<file path="src/verilog/line_master_map.vh">
// Timing figures, operation codes and command bytes of the line master.
`ifndef LINE_MASTER_MAP_VH
`define LINE_MASTER_MAP_VH

// ----------------------------------------------------------------------
// Clock
// ----------------------------------------------------------------------
`define CLK_PERIOD_NS        100

// ----------------------------------------------------------------------
// Times in microseconds and their cycle counts
// ----------------------------------------------------------------------
// Least time: round up.
`define US_TO_CYC_UP(t) \
   (((t) * 1000 + `CLK_PERIOD_NS - 1) / `CLK_PERIOD_NS)
// Reset pulse low time, a least time.
`define RESET_LOW_TIME_US    480
`define RESET_LOW_CYC        `US_TO_CYC_UP(`RESET_LOW_TIME_US)
// Wait after release, covering presence_wait_time plus presence_low_time.
`define RESET_REC_TIME_US    480
`define RESET_REC_CYC        `US_TO_CYC_UP(`RESET_REC_TIME_US)
// Presence sample point after release (inside 60..75 us window).
`define PRESENCE_SAMPLE_US   70
`define PRESENCE_SAMPLE_CYC  `US_TO_CYC_UP(`PRESENCE_SAMPLE_US)
// Write-zero low time.
`define SLOT_LOW0_US         60
`define SLOT_LOW0_CYC        `US_TO_CYC_UP(`SLOT_LOW0_US)
// Write-one and read-start low time.
`define SLOT_LOW1_US         6
`define SLOT_LOW1_CYC        `US_TO_CYC_UP(`SLOT_LOW1_US)
// Read sample point, before the 15 us slave hold ends.
`define SLOT_SAMPLE_US       13
`define SLOT_SAMPLE_CYC      `US_TO_CYC_UP(`SLOT_SAMPLE_US)
// Whole slot including recovery; 75 us gives about 13.3k bits/s.
`define SLOT_TOTAL_US        75
`define SLOT_TOTAL_CYC       `US_TO_CYC_UP(`SLOT_TOTAL_US)

// ----------------------------------------------------------------------
// Operation codes on the command port
// ----------------------------------------------------------------------
`define OP_RESET             2'h0
`define OP_WRITE             2'h1
`define OP_READ              2'h2
`define OP_TRIPLET           2'h3

// ----------------------------------------------------------------------
// Command bytes understood by the slave
// ----------------------------------------------------------------------
`define ROM_CMD_READ_A       8'h33
`define ROM_CMD_READ_B       8'h0f
`define ROM_CMD_MATCH        8'h55
`define ROM_CMD_SKIP         8'hcc
`define ROM_CMD_SEARCH       8'hf0

// ----------------------------------------------------------------------
// Sizes
// ----------------------------------------------------------------------
`define DATA_W               8
`define RSP_FIFO_DEPTH       4
`define CNT_W                13

`endif
</file>
<file path="src/verilog/line_master.v">
// Single-line open-drain bus master with command port and response FIFO.
`timescale 1ns/100ps
`default_nettype none
`include "line_master_map.vh"

// Notes on behaviour
// Slave holds family code, 48-bit serial and check code, read here.
// Every byte goes and comes least significant bit first.
// Every slot starts with this master pulling the line low.
// The line is only pulled low or released; pull-up gives high.
// Idle leaves line released high; never low beyond the slot.
// Slots last 75 us so the bit rate stays below 16.3k.
// Transactions open with reset pulse and presence detection.
// Reset pulse holds the line low at least 480 us.
// After reset the line is released and presence is sampled.
// Slave waits 15-60 us then pulls low for 60-240 us.
// Only this master starts reset, write and read slots.
// Command bytes are sent as exactly eight write slots.
// Read commands 33h or 0Fh return the 64-bit code.
// User issues read-code command only with a single slave attached.
// Match and skip commands cause no reply from the slave.
// Search step: read bit, read complement, write chosen bit.
// Slave samples write slots after its own delay from the edge.
// Slave holds the line low in a read slot carrying zero.
// Slave leaves the line released in a read slot carrying one.
// Reset low plus rise time stays under 960 us.
// Slave drops out of search when the written bit differs.
// Slave goes quiet after unknown commands or full transfers.
// Slave samples write slots 15 to 60 us after the edge.

// ----------------------------------------------------------------------
// Response FIFO
// ----------------------------------------------------------------------
module resp_fifo #(
   parameter WIDTH = 8,
   parameter DEPTH = 4,
   parameter AW    = 2
)(
   input  wire             clk,
   input  wire             rst_n,
   input  wire             ce,
   input  wire             in_valid,
   output wire             in_ready,
   input  wire [WIDTH-1:0] in_data,
   output wire             out_valid,
   input  wire             out_ready,
   output wire [WIDTH-1:0] out_data
);

   reg [WIDTH-1:0] mem [0:DEPTH-1];
   reg [AW-1:0]    wr_ptr_r;
   reg [AW-1:0]    rd_ptr_r;
   reg [AW:0]      count_r;
   wire            push;
   wire            pop;

   // Full and empty come straight from the word count.
   assign in_ready  = (count_r != DEPTH[AW:0]);
   assign out_valid = (count_r != {(AW+1){1'b0}});
   assign out_data  = mem[rd_ptr_r];
   assign push      = ce & in_valid & in_ready;
   assign pop       = ce & out_valid & out_ready;

   // Storage array; written only on an accepted push.
   always @(posedge clk)
   begin
      if (push)
      begin
         mem[wr_ptr_r] <= in_data;
      end
   end

   // Pointers and count, frozen while ce is low.
   always @(posedge clk)
   begin
      if (!rst_n)
      begin
         wr_ptr_r <= {AW{1'b0}};
         rd_ptr_r <= {AW{1'b0}};
         count_r  <= {(AW+1){1'b0}};
      end
      else
      begin
         if (push)
         begin
            wr_ptr_r <= wr_ptr_r + 1'b1;
         end
         if (pop)
         begin
            rd_ptr_r <= rd_ptr_r + 1'b1;
         end
         if (push & ~pop)
         begin
            count_r <= count_r + 1'b1;
         end
         else if (pop & ~push)
         begin
            count_r <= count_r - 1'b1;
         end
      end
   end

endmodule

// ----------------------------------------------------------------------
// Line master
// ----------------------------------------------------------------------
module line_master #(
   parameter [`CNT_W-1:0] RESET_LOW_CYCLES = `RESET_LOW_CYC,
   parameter [`CNT_W-1:0] RESET_REC_CYCLES = `RESET_REC_CYC
)(
   input  wire               clk,
   input  wire               rst_n,
   input  wire               ce,
   input  wire               cmd_valid,
   output wire               cmd_ready,
   input  wire [1:0]         cmd_op,
   input  wire [`DATA_W-1:0] cmd_data,
   input  wire               cmd_dir,
   output wire               rsp_valid,
   input  wire               rsp_ready,
   output wire [`DATA_W-1:0] rsp_data,
   output wire               busy,
   input  wire               line_in,
   output wire               line_out,
   output wire               line_oe_n
);

   localparam [4:0] ST_IDLE    = 5'h01;
   localparam [4:0] ST_RST_LOW = 5'h02;
   localparam [4:0] ST_RST_WT  = 5'h04;
   localparam [4:0] ST_SLOT    = 5'h08;
   localparam [4:0] ST_FINISH  = 5'h10;

   localparam [`CNT_W-1:0] PRES_SAMPLE = `PRESENCE_SAMPLE_CYC;
   localparam [`CNT_W-1:0] LOW0_CYC    = `SLOT_LOW0_CYC;
   localparam [`CNT_W-1:0] LOW1_CYC    = `SLOT_LOW1_CYC;
   localparam [`CNT_W-1:0] SAMPLE_CYC  = `SLOT_SAMPLE_CYC;
   localparam [`CNT_W-1:0] SLOT_CYC    = `SLOT_TOTAL_CYC;

   reg [4:0]         state_r;
   reg [`CNT_W-1:0]  cnt_r;
   reg [1:0]         op_r;
   reg [`DATA_W-1:0] shreg_r;
   reg [`DATA_W-1:0] res_r;
   reg [2:0]         bitn_r;
   reg [1:0]         step_r;
   reg               drive_r;
   reg               slot_one_r;
   reg               samp_r;
   reg               id_r;
   reg               cmp_r;
   reg               dir_r;
   reg               rose_r;
   wire              fifo_in_ready;
   wire              fifo_push;
   wire              last_bit;
   wire              dir_pick;
   wire [`CNT_W-1:0] low_cyc;

   // The line is only ever pulled low; release lets the pull-up win.
   assign line_out  = 1'b0;
   assign line_oe_n = ~drive_r;

   // A command is taken only when a response word is sure to fit.
   assign cmd_ready = ce & (state_r == ST_IDLE) & fifo_in_ready;
   assign busy      = (state_r != ST_IDLE);
   assign fifo_push = (state_r == ST_FINISH) & (op_r != `OP_WRITE);
   assign last_bit  = (bitn_r == 3'h7);

   // Low time of the current slot: long for a zero write, else short.
   assign low_cyc   = slot_one_r ? LOW1_CYC : LOW0_CYC;

   // Search direction: take the slave's bit when it is unambiguous.
   assign dir_pick  = (samp_r != id_r) ? id_r : dir_r;

   // Sequencer for reset, write, read and search slots.
   always @(posedge clk)
   begin
      if (!rst_n)
      begin
         state_r    <= ST_IDLE;
         cnt_r      <= {`CNT_W{1'b0}};
         op_r       <= `OP_RESET;
         shreg_r    <= 8'h00;
         res_r      <= 8'h00;
         bitn_r     <= 3'h0;
         step_r     <= 2'h0;
         drive_r    <= 1'b0;
         slot_one_r <= 1'b1;
         samp_r     <= 1'b1;
         id_r       <= 1'b0;
         cmp_r      <= 1'b0;
         dir_r      <= 1'b0;
         rose_r     <= 1'b0;
      end
      else if (ce)
      begin
         case (state_r)
            ST_IDLE:
            begin
               if (cmd_valid && fifo_in_ready)
               begin
                  op_r    <= cmd_op;
                  shreg_r <= cmd_data;
                  dir_r   <= cmd_dir;
                  cnt_r   <= {`CNT_W{1'b0}};
                  bitn_r  <= 3'h0;
                  step_r  <= 2'h0;
                  rose_r  <= 1'b0;
                  drive_r <= 1'b1;
                  if (cmd_op == `OP_RESET)
                  begin
                     state_r <= ST_RST_LOW;
                  end
                  else
                  begin
                     state_r    <= ST_SLOT;
                     // LSB of a write byte goes first.
                     slot_one_r <= (cmd_op == `OP_WRITE) ? cmd_data[0]
                                                         : 1'b1;
                  end
               end
            end
            ST_RST_LOW:
            begin
               cnt_r <= cnt_r + 1'b1;
               // Released at 480 us, well before 960 us.
               if (cnt_r == RESET_LOW_CYCLES - 1'b1)
               begin
                  drive_r <= 1'b0;
                  cnt_r   <= {`CNT_W{1'b0}};
                  state_r <= ST_RST_WT;
               end
            end
            ST_RST_WT:
            begin
               cnt_r <= cnt_r + 1'b1;
               // Line must rise after release, before presence starts.
               if ((cnt_r < PRES_SAMPLE) && line_in)
               begin
                  rose_r <= 1'b1;
               end
               // Presence shows as the line held low by a slave.
               if (cnt_r == PRES_SAMPLE)
               begin
                  res_r <= {rose_r, 6'h00, ~line_in};
               end
               if (cnt_r == RESET_REC_CYCLES - 1'b1)
               begin
                  state_r <= ST_FINISH;
               end
            end
            ST_SLOT:
            begin
               cnt_r <= cnt_r + 1'b1;
               if (cnt_r == low_cyc - 1'b1)
               begin
                  drive_r <= 1'b0;
               end
               // Read sample before the slave's zero hold ends.
               if (cnt_r == SAMPLE_CYC)
               begin
                  samp_r <= line_in;
               end
               // Slot plus recovery bounds the bit rate.
               if (cnt_r == SLOT_CYC - 1'b1)
               begin
                  cnt_r <= {`CNT_W{1'b0}};
                  case (op_r)
                     `OP_WRITE:
                     begin
                        // Slot outlasts the slave's sample point.
                        shreg_r <= {1'b0, shreg_r[7:1]};
                        if (last_bit)
                        begin
                           state_r <= ST_FINISH;
                        end
                        else
                        begin
                           bitn_r     <= bitn_r + 1'b1;
                           drive_r    <= 1'b1;
                           slot_one_r <= shreg_r[1];
                        end
                     end
                     `OP_READ:
                     begin
                        // First bit received ends at bit 0.
                        shreg_r <= {samp_r, shreg_r[7:1]};
                        if (last_bit)
                        begin
                           res_r   <= {samp_r, shreg_r[7:1]};
                           state_r <= ST_FINISH;
                        end
                        else
                        begin
                           bitn_r     <= bitn_r + 1'b1;
                           drive_r    <= 1'b1;
                           slot_one_r <= 1'b1;
                        end
                     end
                     `OP_TRIPLET:
                     begin
                        // Read bit, read complement, write choice.
                        if (step_r == 2'h0)
                        begin
                           id_r       <= samp_r;
                           step_r     <= 2'h1;
                           drive_r    <= 1'b1;
                           slot_one_r <= 1'b1;
                        end
                        else if (step_r == 2'h1)
                        begin
                           cmp_r      <= samp_r;
                           dir_r      <= dir_pick;
                           step_r     <= 2'h2;
                           drive_r    <= 1'b1;
                           slot_one_r <= dir_pick;
                        end
                        else
                        begin
                           res_r   <= {5'h00, dir_r, cmp_r, id_r};
                           state_r <= ST_FINISH;
                        end
                     end
                     default:
                     begin
                        state_r <= ST_FINISH;
                     end
                  endcase
               end
            end
            ST_FINISH:
            begin
               // Line is released; idle level is high.
               state_r <= ST_IDLE;
            end
            default:
            begin
               state_r <= ST_IDLE;
               drive_r <= 1'b0;
            end
         endcase
      end
   end

   // Results wait here; a full FIFO holds off new commands.
   resp_fifo #(
      .WIDTH (`DATA_W),
      .DEPTH (`RSP_FIFO_DEPTH),
      .AW    (2)
   ) u_resp_fifo (
      .clk       (clk),
      .rst_n     (rst_n),
      .ce        (ce),
      .in_valid  (fifo_push),
      .in_ready  (fifo_in_ready),
      .in_data   (res_r),
      .out_valid (rsp_valid),
      .out_ready (rsp_ready),
      .out_data  (rsp_data)
   );

endmodule

`default_nettype wire

</file>
<file path="config.mk">
export PLATFORM = sky130hd
export DESIGN_NAME = line_master
export DESIGN_NICKNAME = d
export VERILOG_FILES = /design/src/verilog/line_master.v
export VERILOG_INCLUDE_DIRS = /design/src /design/src/verilog
export SDC_FILE = /design/constraint.sdc
export NUM_CORES = 1
export LEC_CHECK = 0
export BUFFER_PORTS_ARGS = -buffer_cell sky130_fd_sc_hd__buf_2
export CAP_MARGIN = 40
export CORE_AREA = 2 2 179 93
export DETAILED_ROUTE_END_ITERATION = 12
export DIE_AREA = 0 0 181 95
export PLACE_DENSITY = 0.52
export RECOVER_POWER = 25
export SYNTH_ARGS = -nofsm -noshare
export SYNTH_HDL_FRONTEND = slang
export SYNTH_SLANG_ARGS = --single-unit
</file>
<file path="constraint.sdc">
create_clock -name clk -period 4.2 [get_ports clk]
set_input_delay 0.84 -clock clk [delete_from_list [all_inputs] [get_ports clk]]
set_output_delay 0.84 -clock clk [all_outputs]
set_load 0.01 [all_outputs]
</file>
==> results of run 1 <==
[final cells by class]
class                   count  area share [%]
multi-input cells         322           45.42
flip-flops and latches     88           39.57
well taps                 210           4.994
clock buffers               9           4.281
repair buffers             32           3.234
clock inverters             7           1.427
inverters                  15           1.070
[per-layer routing]
layer | GRT usage [%] | wire length (µm) | up-vias
met2 | 18.91 | 4511 | 141
met3 | 3.664 | 1189 | 10
met4 | 3.049 | 98 | 0
met5 | 0 | 0 | -
met1 | 26.50 | 7208 | 1891
li1 | - | - | 1770
[through the flow]
step	setup WS, ns	instances	cell area (µm²)	utilization [%]
final	1.136	683	5261	33.18
after global routing	0.9094	683	5261	33.18
after CTS	1.172	683	5261	33.18
after detailed placement	0.9305	667	4961	31.29
after global placement	1.038	666	4954	31.24
after floorplan	1.155	463	4758	-
[cells by family after synthesis]
group | share of synthesized area (%)
compound gates | 18.22
xor+xnor | 2.025
fa+ha+maj | 4.575
buf+inv | 6.021
flops | 43.75
mux | 7.599
other cells | 0.07881
simple gates | 17.72
[cell usage after synthesis, drive strengths merged (8+ instances only)]
master   n  area [µm²]
inv     15       56.30
nand3   13       65.06
ha      15       187.7
clkbuf  21       100.1
nand4   17       106.4
edfxtp  32       960.9
mux4     8       180.2
nor2    34       135.1
nor3     9       61.31
buf     15       111.4
mux2i   17       170.2
a21oi   34       170.2
a311oi   8       70.07
dfxtp   56        1121
or3      8       50.05
o21ai   28       140.1
nand2   18       67.56
[worst max-delay path by stage]
| stage | from | cells past startpoint | end |
|---|---|---|---|
| final | state_r[1]$_SDFFE_PN0P_ | 5 | cmd_ready |
| after global routing | state_r[1]$_SDFFE_PN0P_ | 9 | u_resp_fifo.count_r[2]$_SDFFE_PN0P_ |
| after CTS | state_r[1]$_SDFFE_PN0P_ | 5 | cmd_ready |
| after detailed placement | ce | 9 | u_resp_fifo.count_r[2]$_SDFFE_PN0P_ |
| after global placement | ce | 9 | u_resp_fifo.count_r[2]$_SDFFE_PN0P_ |
| after floorplan | ce | 9 | u_resp_fifo.count_r[2]$_SDFFE_PN0P_ |
[state kept, by name, indices dropped and copies added, names as in the netlist, named ones only]
name                  flops
state_r                   5
u_resp_fifo.wr_ptr_r      2
res_r                     8
u_resp_fifo.mem          32
cnt_r                    13
slot_one_r                1
id_r                      1
op_r                      2
step_r                    2
samp_r                    1
u_resp_fifo.rd_ptr_r      2
rose_r                    1
bitn_r                    3
dir_r                     1
cmp_r                     1
drive_r                   1
u_resp_fifo.count_r       3
shreg_r                   7
[worst register-to-register path, stage by stage (launching register included)]
cell and delay, ns:
dfxtp_1 0.39, nor4_1 0.28, and2_1 0.22, nor3b_1 0.69, ha_1 0.32, inv_1 0.07, fa_1 0.38, xor2_1 0.16
or3_1 0.31, a21oi_1 0.14
[power by group]
group,switching [mW],internal [mW]
Sequential,0.0796,0.946
Clock,0.387,0.421
Combinational,0.438,0.233
[layout by cell type (no fill, tap or decap), drive strengths merged, types with 8 or more instances in the layout]
| master | count |
|---|---|
| dfxtp | 56 |
| a21oi | 34 |
| nor2 | 34 |
| edfxtp | 32 |
| buf | 32 |
| o21ai | 28 |
| nand2 | 18 |
| inv | 18 |
| nand4 | 17 |
| mux2i | 17 |
| ha | 15 |
| nand3 | 13 |
| clkbuf | 9 |
| nor3 | 9 |
| or3 | 8 |
| mux4 | 8 |
| a311oi | 8 |
==> run_results.csv, run 1 <==
group,metric,value,unit
run_status,status,"completed",
placed_design,port-buffer-count,28,
setup_path,path_cells,"or4b_4 > nor2_4 > inv_2 > nor2_1 > buf_2",
finish,area_delta_synth_final,10.57,%
yosys,ys_async_sr_fraction,0,%
floorplan,core,15860,µm²
yosys,syn_nets,496,
clock_network,clockBufferDepth,2,
timing,setup_tns,0,ns
finish,multi_input_comb_area,2390,µm²
clock_network,cts_hold_buffers,0,
setup_path,crit_slowest_cell,"or4b_4",
timing,worst_slew_pin_slew,0.9146,ns
detailed_routing,detailroute.via_count,3812,
detailed_routing,routed_wl,13010,µm
power_and_ir_drop,vdd_ir_drop_max,0.2031,mV
clock_network,cts_resized,0,
yosys,synth-edff-count,32,
grt,grt_pass1_wl,20380,µm
grt,antenna_found_initial,0,
timing,setup_viol,0,
yosys,synth_area,4758,µm²
floorplan,die-height,95,µm
setup_path,crit_family,"simple AND/OR/NAND/NOR gates",
clock_network,h-tree-depth,3,
timing,hold_slack,0.4871,ns
grt,grt_overflow,0,
grt,groute.usage.overall,15.72,%
setup_path,critPathKind,"flop to primary output",
power_and_ir_drop,p_per_area,476.0,nW/µm²
yosys,yosys_register_bits,88,
hold_path,holdPathStages,2,
hold_path,hold_end,"bitn_r[2]$_SDFFE_PN0P_",
yosys,synthFlopType,"dfxtp_1",
floorplan,die_area,17200,µm²
setup_path,crit_fanout,14,
flow_run,maxCapViolCount,0,
timing,fin_crit_sh,72.95,%
timing,slew_headroom,39.03,%
setup_path,reg2reg_to,"u_resp_fifo.count_r[2]$_SDFFE_PN0P_",
floorplan,start_util,30.01,%
detailed_routing,antenna_left,0,
setup_path,critPathRequiredTime,3.36,ns
floorplan,row_count,33,
yosys,syn_inst,463,
setup_path,critPathArrivalTime,2.22,ns
clock_network,clock_latency,0.35,ns
clock_network,root_buffer,"clkbuf_16",
finish,final_nets,501,
setup_path,r2r_start,"state_r[1]$_SDFFE_PN0P_",
timing,period_needed,3.064,ns
detailed_routing,vias_per_cell,5.581,
detailed_routing,avgRoutedWirePerCell,19.05,µm
hold_path,min-delay-start,"bitn_r[2]$_SDFFE_PN0P_",
clock_network,cts_tree,"done",
hold_path,hp-class,"flop to flop",
grt,grt_max_degree,29,
detailed_routing,drt-initial-drc-count,388,
detailed_routing,drc,0,
finish,n_antenna_cell,0,
yosys,ys_types,84,
setup_path,worst-path-buf-inv,2,
floorplan,boundaryPins,30,
power_and_ir_drop,total_power,2.504,mW
timing,max_freq,326.4,MHz
yosys,ys.warnings.count,0,
detailed_routing,firstDrtPassIters,5,
clock_network,postCtsSetupBuffers,0,
placed_design,gp_congestion,0.8823,
setup_path,crit_path_start_kind,"flop",
setup_path,r2r_setup_slack,1.18,ns
yosys,postSynthAreaPerCell,10.28,µm²
yosys,ys_seq_area_share,43.75,%
setup_path,slowest_delay,0.61,ns
grt,grt_pass1_vias,3324,
setup_path,cp-end-kind,"primary output",
floorplan,die_w,181,µm
placed_design,hpwl,9784,µm
timing,drv_slew,0,
finish,fillers,1652,
timing,skew,0.01068,ns
finish,drive_gt1_share,16.49,%
setup_path,ff2ff_path_depth,9,
finish,regArea,2082,µm²
clock_network,clkTransAtPathRegs,0.07,ns
clock_network,clock_sinks,88,
power_and_ir_drop,p_leak,1.791,nW
timing,finalHoldViolations,0,
clock_network,cts_buffers,9,
timing,rsz0062_at_grt,"false",
(Power assumes the default switching activity.)
==> inputs of run 2 (changes only) <==
--- a/config.mk
+++ b/config.mk
@@ -11,7 +11,7 @@
 export CORE_AREA = 2 2 179 93
 export DETAILED_ROUTE_END_ITERATION = 12
 export DIE_AREA = 0 0 181 95
-export PLACE_DENSITY = 0.52
+export PLACE_DENSITY = 0.53
 export RECOVER_POWER = 25
 export SYNTH_ARGS = -nofsm -noshare
 export SYNTH_HDL_FRONTEND = slang
==> constraint.sdc (replaced) <==
create_clock -name clk -period 2.5 [get_ports clk]
set_input_delay 0.5 -clock clk [delete_from_list [all_inputs] [get_ports clk]]
set_output_delay 0.5 -clock clk [all_outputs]
set_load 0.01 [all_outputs]
==> run 2 against run 1 <==
- via count is 1.4% higher
- design area up 5.1%
- core utilization up 1.7 points
- highest routed layer unchanged
- flip-flop and latch count is the same
- die area is the same
- cell count is 4.8% higher
==> run_results.csv, run 2 (synthesized netlist as in run 1, its figures left out) <==
group,metric,value,unit
power_and_ir_drop,switching_power,1.543,mW
power_and_ir_drop,seqPwrFrac,39.7,%
grt,grt_pass1_vias,3474,
floorplan,row_count,33,
floorplan,boundaryPins,30,
detailed_routing,drt-initial-drc-count,469,
placed_design,postPlaceCellArea,5213,µm²
grt,use_met3,5.901,%
finish,largest-register,"u_resp_fifo.mem",
clock_network,root_buffer,"clkbuf_16",
detailed_routing,antenna_left,0,
clock_network,clock_sinks,88,
timing,drv_slew,0,
power_and_ir_drop,p_leak,1.958,nW
grt,use_met1,26.86,%
clock_network,cts_tree,"done",
setup_path,cpMostUsedCell,"buf_4",
floorplan,core,15860,µm²
finish,final_cell_mix,"dfxtp_1, buf_4, a21oi_1, nor2_1, edfxtp_1",
setup_path,r2r_setup_slack,0.12,ns
power_and_ir_drop,pwr-share-clk,31.0,%
timing,worst_slew_pin_slew,0.6033,ns
timing,skew,0.006052,ns
finish,final_util,34.89,%
power_and_ir_drop,p_int,2.770,mW
detailed_routing,firstDrtPassIters,5,
clock_network,clockBufferDepth,2,
clock_network,clock_latency,0.35,ns
setup_path,cp-end-kind,"flop",
detailed_routing,drc,0,
finish,drive_gt1_share,22.53,%
detailed_routing,avgRoutedWirePerCell,19.01,µm
timing,setup_viol,0,
setup_path,crit_path_start_kind,"flop",
placed_design,port-buffer-count,28,
hold_path,holdPathStages,3,
floorplan,die_area,17200,µm²
grt,grt_overflow,0,
setup_path,path_cells,"buf_4 > nor3_2 > nand2_1 > nor2_1 > buf_4 > o211ai_1 > o311ai_1",
flow_run,maxCapViolCount,0,
grt,grtUsageMet2,18.33,%
power_and_ir_drop,vdd_ir_drop_max,0.4204,mV
timing,period_needed,2.376,ns
finish,layout_commonest_cell,"dfxtp_1",
hold_path,hp-class,"input port to flop",
hold_path,hold_end,"op_r[0]$_SDFFE_PN0P_",
setup_path,worst-path-buf-inv,2,
setup_path,crit_slowest_cell,"nor2_1",
grt,grt_pass1_wl,20870,µm
placed_design,gp_congestion,0.9260,
timing,max_freq,420.9,MHz
setup_path,critPathRequiredTime,2.73,ns
setup_path,r2r_start,"state_r[1]$_SDFFE_PN0P_",
power_and_ir_drop,total_power,4.313,mW
floorplan,start_util,30.01,%
setup_path,slowest_delay,0.52,ns
finish,final_nets,534,
finish,n_antenna_cell,0,
detailed_routing,detailroute.via_count,3866,
finish,fin_cells,716,
finish,area_delta_synth_final,16.25,%
run_status,status,"completed",
placed_design,hpwl,10310,µm
grt,groute.usage.overall,16.21,%
timing,slew_headroom,59.68,%
hold_path,min-delay-start,"cmd_op[0]",
setup_path,ff2ff_path_depth,7,
placed_design,placed_cells,699,
setup_path,critPathKind,"flop to flop",
timing,fin_crit_sh,95.03,%
timing,finalHoldViolations,0,
grt,grt_max_degree,41,
grt,gr-max-usage-layer,"met1",
timing,hold_slack,0.4713,ns
setup_path,critPathArrivalTime,2.61,ns
power_and_ir_drop,p_per_area,779.7,nW/µm²
clock_network,cts_buffers,9,
setup_path,crit_family,"simple AND/OR/NAND/NOR gates",
grt,antenna_found_initial,0,
floorplan,die_w,181,µm
power_and_ir_drop,switching_share,35.77,%
finish,reg_top3,"u_resp_fifo.mem (32), cnt_r (13), res_r (8)",
detailed_routing,vias_per_cell,5.399,
finish,stdcell_area,5532,µm²
power_and_ir_drop,combPwrFrac,29.3,%
finish,fillers,1647,
finish,largest_reg_flops,32,
setup_path,reg2reg_to,"cnt_r[10]$_SDFFE_PN0P_",
clock_network,clkTransAtPathRegs,0.07,ns
setup_path,crit_fanout,15,
clock_network,h-tree-depth,3,
detailed_routing,routed_wl,13610,µm
floorplan,die-height,95,µm
-- run 2: final cells by class --
class / instances / area (µm²) / area share [%]
Clock buffer: 9 / 225.2 / 4.071
Sequential cell: 88 / 2083 / 37.66
Tap cell: 210 / 262.8 / 4.750
Multi-Input combinational cell: 323 / 2426 / 43.86
Timing Repair Buffer: 64 / 410.4 / 7.419
Inverter: 15 / 56.30 / 1.018
Clock inverter: 7 / 67.56 / 1.221
-- run 2: how the worst max path moves through the flow --
stage | startpoint | endpoint | cells past startpoint
after floorplan | ce | u_resp_fifo.count_r[2]$_SDFFE_PN0P_ | 9
after global placement | state_r[0]$_SDFFE_PN1P_ | cnt_r[8]$_SDFFE_PN0P_ | 6
after detailed placement | state_r[0]$_SDFFE_PN1P_ | cnt_r[8]$_SDFFE_PN0P_ | 6
after CTS | state_r[0]$_SDFFE_PN1P_ | cnt_r[8]$_SDFFE_PN0P_ | 6
after global routing | state_r[3]$_SDFFE_PN0P_ | cnt_r[10]$_SDFFE_PN0P_ | 6
final | state_r[1]$_SDFFE_PN0P_ | cnt_r[10]$_SDFFE_PN0P_ | 7
-- run 2: through the flow --
step | setup WS [ns] | setup TNS, ns
after detailed placement | 0.05766 | 0
after CTS | 0.03204 | 0
after global placement | 0.08684 | 0
final | 0.1243 | 0
after global routing | -0.004757 | -0.004757
after floorplan | 0.03195 | 0
-- run 2: repair_timing --
action | CTS | global route
gates resized for setup | 0 | 3
setup buffers | 0 | 0
endpoints found under the setup margin | 0 | 10
hold buffers | 0 | 0
-- run 2: power by group through the flow --
stage	clock network (mW)	registers, mW	logic, mW
3_5_place_dp	0	1.74	1.21
4_1_cts	1.37	1.71	1.21
5_1_grt	1.43	1.73	1.37
3_3_place_gp	0	1.73	1.21
2_1_floorplan	0	1.69	0.818
6_report	1.34	1.71	1.26
-- run 2: tightest hold or removal path: cells and delay by family --
kind / cells / cell delay, ns
muxes: 1 / 0.08
and+or+nand+nor: 1 / 0.08
buffers and inverters: 1 / 0.12
-- run 2: layer usage --
layer | up-vias | part of all wire, %
met5 | - | 0
met4 | 0 | 0.78
met3 | 13 | 9.3
met2 | 157 | 35
met1 | 1852 | 55
li1 | 1844 | -
==> inputs of run 3 (changes only) <==
--- a/config.mk
+++ b/config.mk
@@ -6,11 +6,12 @@
 export SDC_FILE = /design/constraint.sdc
 export NUM_CORES = 1
 export LEC_CHECK = 0
+export ABC_AREA = 1
 export BUFFER_PORTS_ARGS = -buffer_cell sky130_fd_sc_hd__buf_2
 export CAP_MARGIN = 40
-export CORE_AREA = 2 2 179 93
+export CORE_AREA = 2 2 103 155
 export DETAILED_ROUTE_END_ITERATION = 12
-export DIE_AREA = 0 0 181 95
+export DIE_AREA = 0 0 105 157
 export PLACE_DENSITY = 0.53
 export RECOVER_POWER = 25
 export SYNTH_ARGS = -nofsm -noshare
==> run 3 against run 2 <==
- power up 6.4%
- sequential power up 4%
- global-route usage down 2.0 points
- count of clock-buffer cells in the layout unchanged
- sequential share of layout area up 1.9 points
- clock power about the same
- largest power group unchanged
- largest cell class unchanged
==> run_results.csv, run 3 <==
group,metric,value,unit
grt,grt_overflow,0,
setup_path,slowest_delay,0.37,ns
grt,gr-max-usage-layer,"met2",
yosys,syn_inst,547,
run_status,status,"completed",
hold_path,hp-class,"flop to flop",
setup_path,crit_fanout,11,
yosys,synth_top_area_share,24.37,%
clock_network,root_buffer,"clkbuf_16",
detailed_routing,avgRoutedWirePerCell,14.01,µm
detailed_routing,detailroute.via_count,3730,
yosys,postSynthAreaPerCell,8.411,µm²
setup_path,worst-path-buf-inv,1,
detailed_routing,vias_per_cell,4.758,
setup_path,crit_slowest_cell,"nand4_2",
timing,fin_crit_sh,91.30,%
finish,final_util,35.11,%
timing,period_needed,2.282,ns
power_and_ir_drop,switching_share,38.61,%
setup_path,cp_num_cells,4,
power_and_ir_drop,switching_power,1.772,mW
hold_path,holdPathStages,2,
clock_network,clock_sinks,88,
setup_path,cp-end-kind,"primary output",
timing,rsz0062_at_grt,"false",
yosys,synthFlopType,"dfxtp_1",
clock_network,postCtsSetupBuffers,0,
detailed_routing,firstDrtPassIters,5,
finish,reg_top3,"u_resp_fifo.mem (32), cnt_r (13), res_r (8)",
yosys,ys_seq_area_share,45.25,%
setup_path,critPathRequiredTime,2.00,ns
placed_design,hpwl,8229,µm
power_and_ir_drop,p_leak,2.057,nW
power_and_ir_drop,vdd_ir_drop_max,0.4232,mV
finish,layout_commonest_cell,"nand2_1",
yosys,yosysTopAreaCell,"dfxtp_1",
setup_path,critPathKind,"flop to primary output",
finish,largest-register,"u_resp_fifo.mem",
detailed_routing,routed_wl,10980,µm
power_and_ir_drop,p_int,2.818,mW
timing,finalHoldViolations,0,
power_and_ir_drop,pwr-share-clk,29.2,%
yosys,synth_top_cells_by_area,"dfxtp_1, edfxtp_1, nand2_1",
clock_network,cts_buffers,9,
yosys,ys_types,51,
clock_network,clock_latency,0.34,ns
grt,groute.usage.overall,14.23,%
clock_network,clkTransAtPathRegs,0.07,ns
grt,grt_pass1_vias,3738,
yosys,synth_area,4601,µm²
power_and_ir_drop,seqPwrFrac,38.6,%
timing,worst_slew_pin_slew,0.4911,ns
floorplan,core,15000,µm²
finish,final_nets,613,
yosys,synth-edff-count,32,
grt,use_met3,2.733,%
grt,use_met1,15.38,%
yosys,ys_async_sr_fraction,0,%
power_and_ir_drop,p_per_area,871.3,nW/µm²
placed_design,pre_cts_ws,0.2036,ns
timing,drv_slew,0,
setup_path,crit_family,"simple AND/OR/NAND/NOR gates",
setup_path,crit_path_start_kind,"flop",
setup_path,path_cells,"nor2_2 > nand4_2 > nor2_1 > buf_2",
finish,regArea,2082,µm²
yosys,synth_most_common_cell,"nand2_1",
yosys,yosys_register_bits,88,
yosys,ys.warnings.count,0,
finish,fillers,1626,
grt,antenna_found_initial,0,
finish,final_cell_mix,"nand2_1, inv_1, o21ai_0, nor2_1, dfxtp_1",
finish,largest_reg_flops,32,
timing,slew_headroom,66.96,%
finish,drive_gt1_share,18.29,%
floorplan,boundaryPins,30,
setup_path,critPathArrivalTime,1.78,ns
floorplan,die_w,105,µm
grt,grt_max_degree,35,
placed_design,port-buffer-count,28,
finish,n_antenna_cell,0,
timing,layout_setup_ws,0.2175,ns
floorplan,die_area,16490,µm²
timing,setup_viol,0,
timing,max_freq,438.1,MHz
floorplan,die-height,157,µm
yosys,syn_nets,580,
timing,skew,0.007544,ns
floorplan,row_count,55,
clock_network,h-tree-depth,3,
clock_network,cts_tree,"done",
detailed_routing,drt-initial-drc-count,163,
setup_path,ff2ff_path_depth,12,
clock_network,clockBufferDepth,2,
finish,area_delta_synth_final,14.50,%
detailed_routing,antenna_left,0,
placed_design,gp_congestion,0.8774,
timing,setup_tns,0,ns
finish,multi_input_comb_area,2162,µm²
floorplan,start_util,30.67,%
grt,grt_pass1_wl,18500,µm
flow_run,maxCapViolCount,0,
power_and_ir_drop,combPwrFrac,32.1,%
grt,grtUsageMet2,26.50,%
detailed_routing,drc,0,
yosys,synth_top_cells_by_count,"nand2_1, inv_1, o21ai_0, nor2_1, dfxtp_1",
run 3: changes by cell type after synthesis, moves of 9 or more:
cell	previous run	this run
mux2i_1	17	0
nand4_1	17	6
a21oi_1	34	43
nor2_1	33	58
o21ai_0	25	60
inv_1	14	64
nand3_1	13	23
clkbuf_1	18	7
nand2_1	18	81
run 3: path summary, 6_finish.rpt:
check | from | to | slack [ns]
worst max-delay path | state_r[3]$_SDFFE_PN0P_ | cmd_ready | 0.22
worst min-delay path | cmp_r$_SDFFE_PN0P_ | cmp_r$_SDFFE_PN0P_ | 0.45
worst max register to register | state_r[3]$_SDFFE_PN0P_ | u_resp_fifo.count_r[2]$_SDFFE_PN0P_ | 0.31
worst min register to register | cmp_r$_SDFFE_PN0P_ | cmp_r$_SDFFE_PN0P_ | 0.45
run 3: worst reg2reg max path: stages (launching register included):
cell and delay, ns:
dfxtp_1 0.36, nor2_2 0.16, inv_1 0.06, nor3_1 0.13
inv_1 0.09, nor3_2 0.18, ha_1 0.19, inv_1 0.07
fa_1 0.38, a21oi_1 0.14, o21ai_0 0.11, o21ai_0 0.15
a21oi_1 0.05
run 3: layout make-up:
type	instances	share of cell area, %
Clock buffer	9	4.276
Clock inverter	7	1.330
Inverter	71	5.297
Multi-Input combinational cell	374	41.05
Sequential cell	88	39.53
Tap cell	199	4.727
Timing Repair Buffer	36	3.800
run 3: kinds of logic after synthesis:
family / count (synthesis) / synth area share, %
AO/OA/AOI/OAI: 141 / 17.76
XOR/XNOR: 2 / 0.3808
adder cells (fa/ha/maj): 16 / 4.515
buffers and inverters: 85 / 7.860
flip-flops: 88 / 45.25
other: 1 / 0.08151
AND/OR/NAND/NOR: 214 / 24.15
run 3: power groups by stage:
stage	logic, mW	clock network (mW)	registers, mW
after floorplan	1.19	0	1.77
after global placement	1.47	0	1.79
after detailed placement	1.49	0	1.80
final	1.47	1.34	1.77
after CTS	1.49	1.38	1.77
after global routing	1.67	1.42	1.80
run 3: through the flow:
step | hold WS [ns] | std cells | area (µm²) | total power, mW
floorplan | 0.4239 | 547 | 4601 | 2.957
global placement | 0.4365 | 768 | 4967 | 3.266
detailed placement | 0.4427 | 768 | 4967 | 3.289
CTS | 0.4539 | 784 | 5263 | 4.641
global route | 0.4863 | 784 | 5268 | 4.882
finish | 0.4510 | 784 | 5268 | 4.590
run 3: what timing repair did:
action,in CTS,in global routing
hold endpoints to repair,0,0
hold buffers,0,0
endpoints found under the setup margin,0,1
resized for setup,0,1
run 3: routing by layer:
metal  up-vias  part of all wire (%)
met3        24                   2.6
met4         0                   3.2
met2        57                    53
li1       1920                     -
met1      1729                    41
met5         -                     0
